===== src/aar_regs.vh =====
// Register map, field layout and reset values of the alarm router
`ifndef AAR_REGS_VH
`define AAR_REGS_VH

`define AAR_NSRC 16
`define AAR_ADDR_W 5

// Byte offsets
`define AAR_OFS_RELA 5'h00
`define AAR_OFS_RELB 5'h04
`define AAR_OFS_CTRL 5'h08
`define AAR_OFS_STAT 5'h0c
`define AAR_OFS_INTST 5'h10
`define AAR_OFS_INTMSK 5'h14

// Source index groups
`define AAR_SRC_UNIT 16'h0007
`define AAR_SRC_MOD 16'h00f8
`define AAR_SRC_DEM 16'h1f00
`define AAR_SRC_IFC 16'hf000

// Reset routing: modulator sources on A, demodulator sources on B
`define AAR_RELA_RST 16'h00f8
`define AAR_RELB_RST 16'h1f00

// Control fields
`define AAR_CTRL_MODE_LO 0
`define AAR_CTRL_MODE_HI 1
`define AAR_CTRL_RST 2'h0

// Switch request modes
`define AAR_SW_ANY 2'h0
`define AAR_SW_A 2'h1
`define AAR_SW_B 2'h2
`define AAR_SW_AB 2'h3

// Status / interrupt bit positions
`define AAR_ST_RELA 0
`define AAR_ST_RELB 1
`define AAR_ST_SWREQ 2
`define AAR_INT_W 3

`define AAR_RESP_OKAY 2'h0
`define AAR_RESP_SLVERR 2'h2

`endif


===== src/aar_top.v =====
// Alarm aggregation router with AXI4-Lite register slave
//
// Decided for this implementation: the AXI4-Lite interface to the registers and the placing of the registers.
`timescale 1ns/1ps
`include "aar_regs.vh"

module aar_top (
   // Clock and reset
   input wire mclk,
   input wire rst,
   // Alarm sources
   input wire [15:0] alarm_src,
   // Alarm outputs
   output reg relay_a,
   output reg relay_b,
   output reg led_mod,
   output reg led_dem,
   output reg led_sum,
   output wire oc_mod_o,
   output wire oc_mod_oe,
   output wire oc_dem_o,
   output wire oc_dem_oe,
   output reg sw_req,
   output wire irq,
   // AXI4-Lite write address
   input wire [4:0] s_axi_awaddr,
   input wire s_axi_awvalid,
   output wire s_axi_awready,
   // AXI4-Lite write data
   input wire [31:0] s_axi_wdata,
   input wire [3:0] s_axi_wstrb,
   input wire s_axi_wvalid,
   output wire s_axi_wready,
   // AXI4-Lite write response
   output reg [1:0] s_axi_bresp,
   output reg s_axi_bvalid,
   input wire s_axi_bready,
   // AXI4-Lite read address
   input wire [4:0] s_axi_araddr,
   input wire s_axi_arvalid,
   output wire s_axi_arready,
   // AXI4-Lite read data
   output reg [31:0] s_axi_rdata,
   output reg [1:0] s_axi_rresp,
   output reg s_axi_rvalid,
   input wire s_axi_rready
);

   ////////////////////////////////////////////////////////////////////////////
   // Declarations

   reg [15:0] alarm_r;
   reg [15:0] rela_r;
   reg [15:0] relb_r;
   reg [1:0] ctrl_r;
   reg [2:0] intst_r;
   reg [2:0] intmsk_r;
   reg aw_hold_r;
   reg w_hold_r;
   reg [4:0] awaddr_r;
   reg [31:0] wdata_r;
   reg [3:0] wstrb_r;
   reg [2:0] prev_r;
   wire [15:0] hit_a;
   wire [15:0] hit_b;
   wire any_a;
   wire any_b;
   reg sw_nxt;
   reg [2:0] ev_now;
   wire [2:0] ev_rise;
   wire do_wr;
   wire [4:0] wr_addr;
   wire [31:0] wr_data;
   wire [3:0] wr_strb;
   wire do_rd;
   reg [31:0] rd_nxt;
   reg [1:0] rd_resp_nxt;
   reg [2:0] w1c;

   // Merge byte lanes of a write onto a 16-bit register
   // Upper lanes hold no bits, so their strobes are ignored
   function [15:0] merge16;
      input [15:0] old;
      input [31:0] data;
      input [3:0] strb;
      begin
         merge16 = old;
         if (strb[0]) begin
            merge16[7:0] = data[7:0];
         end
         if (strb[1]) begin
            merge16[15:8] = data[15:8];
         end
      end
   endfunction

   // Known register decode
   function mapped;
      input [4:0] a;
      begin
         mapped = (a == `AAR_OFS_RELA) || (a == `AAR_OFS_RELB) ||
                  (a == `AAR_OFS_CTRL) || (a == `AAR_OFS_STAT) ||
                  (a == `AAR_OFS_INTST) || (a == `AAR_OFS_INTMSK);
      end
   endfunction

   ////////////////////////////////////////////////////////////////////////////
   // Alarm path

   // Register inputs so every output works from one sampled alarm word
   always @(posedge mclk or posedge rst) begin
      if (rst) begin
         alarm_r <= 16'h0000;
      end else begin
         alarm_r <= alarm_src;
      end
   end

   // Route registers feed the masks directly; a write reaches the pins one edge later
   aar_route u_route (
      .alarm_in(alarm_r),
      .sel_a(rela_r),
      .sel_b(relb_r),
      .hit_a(hit_a),
      .hit_b(hit_b)
   );

   assign any_a = |hit_a;
   assign any_b = |hit_b;

   // Mode 0 ignores routing, so an ignored source can still request a switch
   always @* begin
      case (ctrl_r)
         `AAR_SW_ANY: sw_nxt = |alarm_r;
         `AAR_SW_A: sw_nxt = any_a;
         `AAR_SW_B: sw_nxt = any_b;
         `AAR_SW_AB: sw_nxt = any_a & any_b;
         default: sw_nxt = 1'b0;
      endcase
   end

   // All outputs registered: one cycle after the sampled change
   always @(posedge mclk or posedge rst) begin
      if (rst) begin
         relay_a <= 1'b0;
         relay_b <= 1'b0;
         led_mod <= 1'b0;
         led_dem <= 1'b0;
         led_sum <= 1'b0;
         sw_req <= 1'b0;
      end else begin
         relay_a <= any_a;
         relay_b <= any_b;
         // led_mod and led_dem follow the source groups; led_sum follows the routing
         led_mod <= |(alarm_r & `AAR_SRC_MOD);
         led_dem <= |(alarm_r & `AAR_SRC_DEM);
         led_sum <= any_a | any_b;
         sw_req <= sw_nxt;
      end
   end

   // Open collector: pull low while alarmed, release otherwise
   assign oc_mod_o = 1'b0;
   assign oc_mod_oe = led_mod;
   assign oc_dem_o = 1'b0;
   assign oc_dem_oe = led_dem;

   ////////////////////////////////////////////////////////////////////////////
   // Interrupts on rising relay and switch-request states

   // Edge memory resets to the idle level, so reset alone raises no event
   always @* begin
      ev_now = 3'h0;
      ev_now[`AAR_ST_RELA] = relay_a;
      ev_now[`AAR_ST_RELB] = relay_b;
      ev_now[`AAR_ST_SWREQ] = sw_req;
   end
   assign ev_rise = ev_now & ~prev_r;
   assign irq = |(intst_r & intmsk_r);

   ////////////////////////////////////////////////////////////////////////////
   // AXI4-Lite write side; address and data taken in either order

   // Readies drop while a response waits: one write in flight at a time
   assign s_axi_awready = ~aw_hold_r & ~s_axi_bvalid;
   assign s_axi_wready = ~w_hold_r & ~s_axi_bvalid;
   assign wr_addr = aw_hold_r ? awaddr_r : s_axi_awaddr;
   assign wr_data = w_hold_r ? wdata_r : s_axi_wdata;
   assign wr_strb = w_hold_r ? wstrb_r : s_axi_wstrb;
   assign do_wr = (aw_hold_r | (s_axi_awvalid & s_axi_awready)) &
                  (w_hold_r | (s_axi_wvalid & s_axi_wready));

   always @* begin
      w1c = 3'h0;
      // Clear bits ride on lane 0 only
      if (do_wr && wr_addr == `AAR_OFS_INTST && wr_strb[0]) begin
         w1c = wr_data[2:0];
      end
   end

   always @(posedge mclk or posedge rst) begin
      if (rst) begin
         aw_hold_r <= 1'b0;
         w_hold_r <= 1'b0;
         awaddr_r <= 5'h00;
         wdata_r <= 32'h00000000;
         wstrb_r <= 4'h0;
         s_axi_bvalid <= 1'b0;
         s_axi_bresp <= `AAR_RESP_OKAY;
         rela_r <= `AAR_RELA_RST;
         relb_r <= `AAR_RELB_RST;
         ctrl_r <= `AAR_CTRL_RST;
         intmsk_r <= 3'h0;
         intst_r <= 3'h0;
         prev_r <= 3'h0;
      end else begin
         prev_r <= ev_now;
         // Set wins over a simultaneous write-one clear
         intst_r <= (intst_r & ~w1c) | ev_rise;
         if (s_axi_bvalid && s_axi_bready) begin
            s_axi_bvalid <= 1'b0;
         end
         if (do_wr) begin
            aw_hold_r <= 1'b0;
            w_hold_r <= 1'b0;
            s_axi_bvalid <= 1'b1;
            s_axi_bresp <= mapped(wr_addr) ? `AAR_RESP_OKAY : `AAR_RESP_SLVERR;
            case (wr_addr)
               `AAR_OFS_RELA: rela_r <= merge16(rela_r, wr_data, wr_strb);
               `AAR_OFS_RELB: relb_r <= merge16(relb_r, wr_data, wr_strb);
               `AAR_OFS_CTRL: begin
                  if (wr_strb[0]) begin
                     ctrl_r <= wr_data[`AAR_CTRL_MODE_HI:`AAR_CTRL_MODE_LO];
                  end
               end
               `AAR_OFS_INTMSK: begin
                  if (wr_strb[0]) begin
                     intmsk_r <= wr_data[2:0];
                  end
               end
               default: ;
            endcase
         end else begin
            if (s_axi_awvalid && s_axi_awready) begin
               aw_hold_r <= 1'b1;
               awaddr_r <= s_axi_awaddr;
            end
            if (s_axi_wvalid && s_axi_wready) begin
               w_hold_r <= 1'b1;
               wdata_r <= s_axi_wdata;
               wstrb_r <= s_axi_wstrb;
            end
         end
      end
   end

   ////////////////////////////////////////////////////////////////////////////
   // AXI4-Lite read side

   assign s_axi_arready = ~s_axi_rvalid;
   assign do_rd = s_axi_arvalid & s_axi_arready;

   always @* begin
      rd_nxt = 32'h00000000;
      rd_resp_nxt = `AAR_RESP_OKAY;
      case (s_axi_araddr)
         `AAR_OFS_RELA: rd_nxt = {16'h0000, rela_r};
         `AAR_OFS_RELB: rd_nxt = {16'h0000, relb_r};
         `AAR_OFS_CTRL: rd_nxt = {30'h00000000, ctrl_r};
         `AAR_OFS_STAT: rd_nxt = {alarm_r, 13'h0000, ev_now};
         `AAR_OFS_INTST: rd_nxt = {29'h00000000, intst_r};
         `AAR_OFS_INTMSK: rd_nxt = {29'h00000000, intmsk_r};
         default: rd_resp_nxt = `AAR_RESP_SLVERR;
      endcase
   end

   // Data is captured at acceptance and holds until the handshake
   always @(posedge mclk or posedge rst) begin
      if (rst) begin
         s_axi_rvalid <= 1'b0;
         s_axi_rdata <= 32'h00000000;
         s_axi_rresp <= `AAR_RESP_OKAY;
      end else begin
         if (do_rd) begin
            s_axi_rvalid <= 1'b1;
            s_axi_rdata <= rd_nxt;
            s_axi_rresp <= rd_resp_nxt;
         end else if (s_axi_rready) begin
            s_axi_rvalid <= 1'b0;
         end
      end
   end

endmodule


===== src/aar_route.v =====
// Per-source routing of alarm inputs onto relay A and relay B
`timescale 1ns/1ps
`include "aar_regs.vh"

module aar_route (
   // Alarm inputs and routing masks
   input wire [15:0] alarm_in,
   input wire [15:0] sel_a,
   input wire [15:0] sel_b,
   // Routed results
   output wire [15:0] hit_a,
   output wire [15:0] hit_b
);

   genvar i;
   generate
      for (i = 0; i < `AAR_NSRC; i = i + 1) begin : g_src
         // Neither bit set: source ignored
         assign hit_a[i] = alarm_in[i] & sel_a[i];
         assign hit_b[i] = alarm_in[i] & sel_b[i];
      end
   endgenerate

endmodule


===== config.mk =====
export PLATFORM = sky130hd
export DESIGN_NAME = aar_top
export DESIGN_NICKNAME = d
export VERILOG_FILES = /design/src/aar_top.v /design/src/aar_route.v
export VERILOG_INCLUDE_DIRS = /design/src
export SDC_FILE = /design/constraint.sdc
export NUM_CORES = 1
export LEC_CHECK = 0
export ABC_AREA = 1
export BUFFER_PORTS_ARGS = -buffer_cell sky130_fd_sc_hd__clkbuf_2
export CAP_MARGIN = 25
export CORE_MARGIN = 3
export CORE_UTILIZATION = 55
export DETAILED_ROUTE_END_ITERATION = 10
export GPL_ROUTABILITY_DRIVEN = 0
export HOLD_SLACK_MARGIN = 0.15
export PLACE_DENSITY_LB_ADDON = 0.25
export SLEW_MARGIN = 5
export SYNTH_ARGS = -nofsm -noshare
export SYNTH_HDL_FRONTEND = slang
export SYNTH_SLANG_ARGS = --single-unit

===== constraint.sdc =====
create_clock -name mclk -period 4.65 [get_ports mclk]
set_input_delay 0.2325 -clock mclk [delete_from_list [all_inputs] [get_ports mclk]]
set_output_delay 0.2325 -clock mclk [all_outputs]
set_load 0.05 [all_outputs]

# After elaboration in Yosys (flattened, before gate mapping)
# Cells that the tools add are included.
# W data, S select, Z words.
# totals
inputBits	69
regBits	128
# classes
bitwise_logic	53
n_mux	16
eq_ne	13
n_reduce_logical	32
# op_table
operator	n
$pmux W32 S6	1
$reduce_or A16 Y1	3
$and A1 B1 Y1	39
$eq A5 B4 Y1 const B	4
$eq A5 B5 Y1 const B	4
$reduce_and A3 Y1	6
$mux W16	1
$eq A5 B3 Y1 const B	2
$logic_not A5 Y1	2
$reduce_or A5 Y1	2
$and A3 B3 Y3	3
$mux W1	8
$reduce_bool A2 Y1	4
$mux W2	3
$not A3 Y3	2
$reduce_or A6 Y1	1
$logic_and A1 B1 Y1	5
$logic_or A1 B1 Y1	5
$mux W5	1
$not A1 Y1	5
$eq A2 B2 Y1 const B	2
$pmux W1 S4	1
$reduce_and A2 Y1	2
$mux W3	1
5 further kinds	7

# Depth between registers and ports, before layout
# Gate-level depths: netlist (run 1).
# depth
word_depth	11
depth_mapped	10
mapped_depth_nobuf	9

# Cells and area by module
# Synthesis (run 1) repeated with hierarchy kept, for this count alone.
# unflattened
hier_cells	707
hier_area_um2	5860.6
# modules_own_cells
module	area_each_um2	cells_per_inst	instances
aar_top	5620.4	643	1
aar_route	240.2	64	1

# Worst setup path after synthesis (run 1)
# No wires, ideal clock.
# synth_timing
kind	register to register
from	register s_axi_bvalid
to	register wdata_r[0]
period_less_slack_ps	2112
setup_ps	130
path_buffers	1
stages_incl_launch_ff	6
path_slack_ps	2538
arrival_time_ps	1982
cell_sequence	dfrtp_1 -> nor2_1 -> nand3_2 -> buf_2 -> nand2_1 -> o21ai_0
# synth_via
elab_chain_cells	7
word_cells_on_any_way	11
cone_classes	bitwise (9); reduce/logical (2)
# synth_rtl
element	line_no	text
start, declared	aar_top.v:36	output reg s_axi_bvalid,
start signal, assigned	aar_top.v:208	s_axi_bvalid <= 1'b0;
start signal, assigned	aar_top.v:221	s_axi_bvalid <= 1'b0;
start signal, assigned	aar_top.v:226	s_axi_bvalid <= 1'b1;
$not A1 Y1 (*)	aar_top.v:186	assign s_axi_wready = ~w_hold_r & ~s_axi_bvalid;
$and A1 B1 Y1 (*)	aar_top.v:186	
via s_axi_wready	aar_top.v:33	output wire s_axi_wready,
$and A1 B1 Y1	aar_top.v:191	(w_hold_r | (s_axi_wvalid & s_axi_wready));
$or A1 B1 Y1	aar_top.v:191	
$and A1 B1 Y1	aar_top.v:190	assign do_wr = (aw_hold_r | (s_axi_awvalid & s_axi_awready)) &
$not A1 Y1 (no source line)	--	
$reduce_and A2 Y1 (no source line) (*)	--	
end signal, assigned	aar_top.v:250	wdata_r <= s_axi_wdata;
end, declared	aar_top.v:61	reg [31:0] wdata_r;
# Mark *: on every way through the listed nets, which the timed path passes. The rest lies on a longest branch.
# A chain may end at the register's enable or synchronous reset.

# Final worst setup path (run 1)
# layout_timing
from	register w_hold_r
to	output s_axi_wready
# layout_via
elab_chain_cells	2
# layout_rtl
element	line_no	text
start, declared	aar_top.v:59	reg w_hold_r;
start signal, assigned	aar_top.v:204	w_hold_r <= 1'b0;
start signal, assigned	aar_top.v:225	w_hold_r <= 1'b0;
start signal, assigned	aar_top.v:249	w_hold_r <= 1'b1;
$not A1 Y1	aar_top.v:186	
$and A1 B1 Y1	aar_top.v:186	
end, declared	aar_top.v:33	
# Every way passes these cells.

==> run_results.csv, run 1 <==
group,metric,value,unit
run_status,status,"finished clean",
floorplanning,start_util,0.580,
worst_setup_path,worstReg2RegEnd,"rela_r[0]$_DFFE_PP0P_",
timing,period_needed,2.24,ns
cells_and_area,final_cell_mix,"nand2_1, dfrtp_1, clkbuf_2, o21ai_0, inv_1",
job,cap_violations,0,
power_and_ir_drop,power_leakage,0.00396,uW
logic_synthesis,synth_top_family_by_area,"simple AND/OR/NAND/NOR gates",
floorplanning,die_w,109,um
floorplanning,io_pins,121,
logic_synthesis,synth.avg_cell_area,8.06,sq um
worst_setup_path,cp-end-kind,"primary output",
cells_and_area,final_cells,1008,
power_and_ir_drop,power,4160,uW
worst_setup_path,cp_max_fo,38,
floorplanning,rows,36,
grt,antenna_found_initial,0,
logic_synthesis,ys_ff_latch,126,
worst_setup_path,ff2ff_setup_slack,2.44,ns
timing,setup_ws,2.41,ns
worst_setup_path,worstSetupPathType,"flip-flop to primary output",
grt,grt_usage,0.261,
drt,vias_per_cell,5.15,
logic_synthesis,syn_area,5800,sq um
grt,overflow,0,
timing,rsz0062_at_grt,"false",
timing,maxSlewViolCount,0,
worst_setup_path,crit_arrival,2.00,ns
place,hpwl,9500,um
hold_path,worstHoldEndpoint,"s_axi_rresp[1]$_DFFE_PP0P_",
drt,vias,5189,
hold_path,hp-class,"primary input to flip-flop",
logic_synthesis,synth_xor_area_frac,0,
logic_synthesis,synthCells,719,
drt,ant_nets,0,
logic_synthesis,synthAdderAreaFrac,0,
hold_path,hold_start,"s_axi_araddr[0]",
floorplanning,die_h,109,um
timing,final-hold-violation-count,0,
drt,drtIter0Drc,445,
cells_and_area,synthToLayoutAreaGrowth,28.9,%
timing,worst_pin_slew,0.966,ns
cts,cts_tree,"yes",
drt,drcViolationCount,0,
cts,cts.path.max_buffers,2,
logic_synthesis,synth.area.mux_share,0,
logic_synthesis,synth-compound-area-share,0.0904,
cells_and_area,final_net_count,931,
power_and_ir_drop,p_per_area,556,nW/um^2
worst_setup_path,path_cells,"nor2_1, clkbuf_2",
place,dp.cells,930,
timing,fmax,0.447,GHz
drt,routed_wirelength,14300,um
logic_synthesis,yosysWarnings,0,
grt,grt_max_degree,62,
cts,htree_levels,4,
cts,clk_latency,0.52,ns
logic_synthesis,synth_cell_types,30,
worst_setup_path,worstSetupStartpointType,"flip-flop",
worst_setup_path,worst_path_largest_cell_delay,0.98,ns
hold_path,hold_depth,5,
cts,numCtsBuffers,17,
floorplanning,dieArea,11800,sq um
cells_and_area,final_common_cell,"nand2_1",
cts,clock-sinks,126,
drt,wl_per_cell,14.2,um
timing,fin_skew,0.00855,ns
timing,setup_tns,0,ns
logic_synthesis,synthTopCellsByArea,"dfrtp_1, nand2_1, o21ai_0",
floorplanning,core_area,10000,sq um
grt,grt_pass1_vias,5091,
timing,relSlewSlack,0.356,
worst_setup_path,crit_slowest_cell,"dfrtp_1",
cts,clockRootBuffer,"clkbuf_8",
place,io_buffer_count,98,
worst_setup_path,reg2reg_depth,7,
logic_synthesis,yosysTopAreaCell,"dfrtp_1",
timing,setup_viol,0,
worst_setup_path,r2r-start,"w_hold_r$_DFFE_PP0P_",
place,place_ws,2.47,ns
cells_and_area,drive_gt1_frac,0.194,
worst_setup_path,cp.required,4.42,ns
cts,clkTransAtPathRegs,0.06,ns
logic_synthesis,synth_top_area_frac,0.501,
drt,firstDrtPassIters,5,
timing,fin_crit_sh,0.481,
timing,whs,0.200,ns
logic_synthesis,synth-seq-area-share,0.546,
cells_and_area,diodes,0,
power_and_ir_drop,ir_worst_vdd,0.438,mV
grt,grt_pass1_wl,24000,um
logic_synthesis,synthSimpleGateAreaFrac,0.292,
cts,cts_resized,0,
worst max-delay path, delay by kind of cell (launching register included):
| family | cells | cell delay (ns) |
|---|---|---|
| and+or+nand+nor | 1 | 0.20 |
| buffers and inverters | 1 | 0.30 |
| DFF | 1 | 0.98 |
layer usage:
| metal | part of all wire | up-vias | wire, um | global-route usage |
|---|---|---|---|---|
| met5 | 0 | - | 0 | 0 |
| met4 | 0.028 | 0 | 400 | 0.122 |
| met3 | 0.062 | 39 | 887 | 0.0521 |
| met2 | 0.48 | 214 | 6860 | 0.421 |
| met1 | 0.43 | 2402 | 6150 | 0.341 |
| li1 | - | 2534 | - | - |
flip-flops by register name (all words and copies together) (netlist names), 3 cells and up:
| name | count |
|---|---|
| intst_r | 3 |
| wdata_r | 16 |
| relb_r | 16 |
| intmsk_r | 3 |
| alarm_r | 16 |
| prev_r | 3 |
| s_axi_rdata | 32 |
| awaddr_r | 5 |
| rela_r | 16 |
cells in the mapped netlist:
library cell  number
o21ai_0           96
buf_2              5
nand4_1           16
o21ai_1            1
nand3_1           11
nand3b_1           1
nor2_1            34
dfstp_2           10
buf_4              7
nand3_2            2
nand2_4            3
o21ai_4            1
inv_2              4
inv_4              1
nor2_4             4
clkbuf_1          11
nand4_4            1
a31oi_1            1
buf_6              3
dfrtp_1          116
nor3_1             1
inv_1             63
nor2_8             2
o31ai_1            1
conb_1             1
nor2_2             3
nand3_4            1
nand2_2            3
nand2_1          315
o21ai_2            1
final cells by class:
type                       instances  area [sq um]
timing repair buffer             147           993
clock buffer                      19           442
inverter                          68           260
multi-input combinational        502          2230
tap                              133           166
sequential                       126          3170
clock inverter                    13           211
fill                             730          2530
worst max path at each step:
stage	cells past startpoint	endpoint	from	slack, ns
finish	2	s_axi_wready	w_hold_r$_DFFE_PP0P_	2.41
detailed placement	7	rela_r[0]$_DFFE_PP0P_	w_hold_r$_DFFE_PP0P_	2.47
global placement	7	rela_r[2]$_DFFE_PP0P_	w_hold_r$_DFFE_PP0P_	2.56
CTS	2	s_axi_wready	w_hold_r$_DFFE_PP0P_	2.41
floorplan	1	alarm_r[0]$_DFF_PP0_	rst	1.08
global route	7	rela_r[2]$_DFFE_PP0P_	w_hold_r$_DFFE_PP0P_	2.13
per-stage QoR:
step,area (sq um),util
after detailed placement,6360,0.636
after global placement,6330,0.633
after global routing,7470,0.747
after floorplan,5810,-
after CTS,7470,0.747
final,7470,0.747
timing repair:
| action | in CTS | in global routing |
|---|---|---|
| hold endpoints to repair | 157 | 0 |
| buffers inserted | 0 | 0 |
| hold buffers | 46 | 0 |
power breakdown:
group          internal (uW)  switching, uW
logic                    315            768
clock network            956            484
registers               1390            245
total                   2660           1500
logic make-up after synthesis:
family,Yosys count
buf+inv,94
simple gates,397
flops,126
other cells,1
compound gates,101
Power figures use the tool's default switching activity.
==> run 2: changes to the inputs <==
- clock period: 4.65 -> 2.3 ns (I/O delays scaled with it)
==> run_results.csv, run 2 (same netlist as run 1, synthesis figures left out) <==
group,metric,value,unit
worst_setup_path,cp_max_fo,25,
grt,overflow,0,
cells_and_area,largest_register_ffs,32,
power_and_ir_drop,ir_worst_vdd,0.952,mV
worst_setup_path,critPathBufInv,3,
timing,setup_ws,0.254,ns
floorplanning,dieArea,11800,sq um
grt,antenna_found_initial,0,
cts,clkTransAtPathRegs,0.06,ns
drt,drtIter0Drc,398,
timing,final-hold-violation-count,0,
hold_path,hp-class,"primary input to flip-flop",
cells_and_area,final_net_count,945,
place,placed_area,6390,sq um
cells_and_area,largest-register,"s_axi_rdata",
floorplanning,die_w,109,um
floorplanning,io_pins,121,
cts,clk_latency,0.53,ns
drt,firstDrtPassIters,5,
cells_and_area,diodes,0,
cts,htree_levels,4,
power_and_ir_drop,power,8150,uW
cts,clock-sinks,126,
worst_setup_path,cp.required,2.77,ns
worst_setup_path,crit_slowest_cell,"dlygate4sd3_1",
place,hpwl,9490,um
timing,fin_skew,0.00712,ns
timing,setup_viol,0,
grt,grt_pass1_vias,5153,
grt,grt_pass1_wl,24400,um
place,io_buffer_count,98,
drt,vias,5247,
cts,clockRootBuffer,"clkbuf_8",
worst_setup_path,path_cells,"inv_1, nand2_1, inv_1, nand4_1, dlygate4sd3_1, nand2_1",
floorplanning,rows,36,
cts,numCtsBuffers,17,
cts,cts_tree,"yes",
timing,worst_pin_slew,0.768,ns
place,place_ws,0.551,ns
cells_and_area,final_common_cell,"nand2_1",
floorplanning,start_util,0.580,
worst_setup_path,cp-end-kind,"flip-flop",
timing,setup_tns,0,ns
power_and_ir_drop,p_per_area,1080,nW/um^2
worst_setup_path,worst_path_largest_cell_delay,0.61,ns
worst_setup_path,worstSetupPathType,"flip-flop to flip-flop",
grt,grt_usage,0.267,
timing,fmax,0.489,GHz
timing,maxSlewViolCount,0,
drt,wl_per_cell,14.4,um
floorplanning,die_h,109,um
drt,routed_wirelength,14700,um
cells_and_area,drive_gt1_frac,0.197,
worst_setup_path,crit_arrival,2.52,ns
drt,vias_per_cell,5.13,
job,cap_violations,0,
cells_and_area,fin_area,7530,sq um
run_status,status,"finished clean",
drt,drcViolationCount,0,
cells_and_area,synthToLayoutAreaGrowth,29.9,%
timing,rsz0062_at_grt,"false",
grt,grt_max_degree,55,
cells_and_area,final_cell_mix,"nand2_1, dfrtp_1, clkbuf_2, o21ai_0, inv_1",
cts,postCtsSetupBuffers,0,
cts,cts.path.max_buffers,2,
timing,relSlewSlack,0.487,
timing,fin_crit_sh,0.889,
worst_setup_path,cp_top_family,"buffers and inverters",
worst_setup_path,worstSetupStartpointType,"flip-flop",
timing,period_needed,2.05,ns
floorplanning,core_area,10000,sq um
power_and_ir_drop,power_leakage,0.00398,uW
drt,ant_nets,0,
run 2: changes by cell type in the layout (fill, tap and decap cells not counted), moves of 3 or more:
cell           change
clkinv_4           -4
clkinvlp_4         +3
buf_4              +3
bufinv_16          -3
clkinv_2           +5
dlygate4sd3_1     +10
run 2: metrics by stage:
step | cells | util | hold slack [ns]
6_report | 1022 | 0.753 | 0.167
5_1_grt | 1022 | 0.753 | 0.218
4_1_cts | 1022 | 0.753 | 0.159
3_5_place_dp | 934 | 0.639 | 0.225
3_3_place_gp | 934 | 0.639 | 0.223
2_1_floorplan | 722 | - | 0.146
run 2: power breakdown:
part	switching [uW]	total [uW]	leakage [uW]	internal [uW]
Clock	954	2560	0.000282	1610
Sequential	458	3270	0.00158	2810
Combinational	1600	2320	0.00212	714
Total	3020	8150	0.00398	5130
run 2: what timing repair did:
action	in CTS	in global routing
hold buffers	56	0
hold endpoints to repair	103	0
gates resized for setup	0	1
endpoints found under the setup margin	0	2
run 2: worst register-to-register path, cell delays in order (launching register included):
cell and delay, ns:
dfrtp_1 0.38, inv_1 0.10, nand2_1 0.09, inv_1 0.58
nand4_1 0.18, dlygate4sd3_1 0.61, nand2_1 0.06
run 2: per-layer routing:
metal	GRT usage	up-vias	wire length, um	part of all wire
met1	0.341	2443	6390	0.43
met3	0.0616	40	962	0.065
met4	0.106	0	360	0.024
met2	0.443	209	6980	0.48
li1	-	2555	-	-
met5	0	-	0	0
run 2: area by class of cell:
type                    count  area (sq um)
clock buffers              20           455
clock inverters            12           118
fillers                   751          2470
inverters                  68           262
multi-input cells         502          2230
flip-flops and latches    126          3170
well taps                 133           166
repair buffers            161          1130
run 2: worst paths after layout:
kind,slack (ns),cells after the start,endpoint,start
min in group asynchronous,0.25,3,s_axi_rdata[2]$_DFFE_PP0P_,rst
max in group asynchronous,1.30,4,relb_r[10]$_DFFE_PP1P_,rst
setup reg to reg,0.25,6,s_axi_rresp[1]$_DFFE_PP0P_,s_axi_rvalid$_DFFE_PP0P_
setup / recovery,0.25,6,s_axi_rresp[1]$_DFFE_PP0P_,s_axi_rvalid$_DFFE_PP0P_
hold / removal,0.17,4,s_axi_rvalid$_DFFE_PP0P_,s_axi_arvalid
hold reg to reg,0.43,0,prev_r[1]$_DFF_PP0_,relay_b$_DFF_PP0_
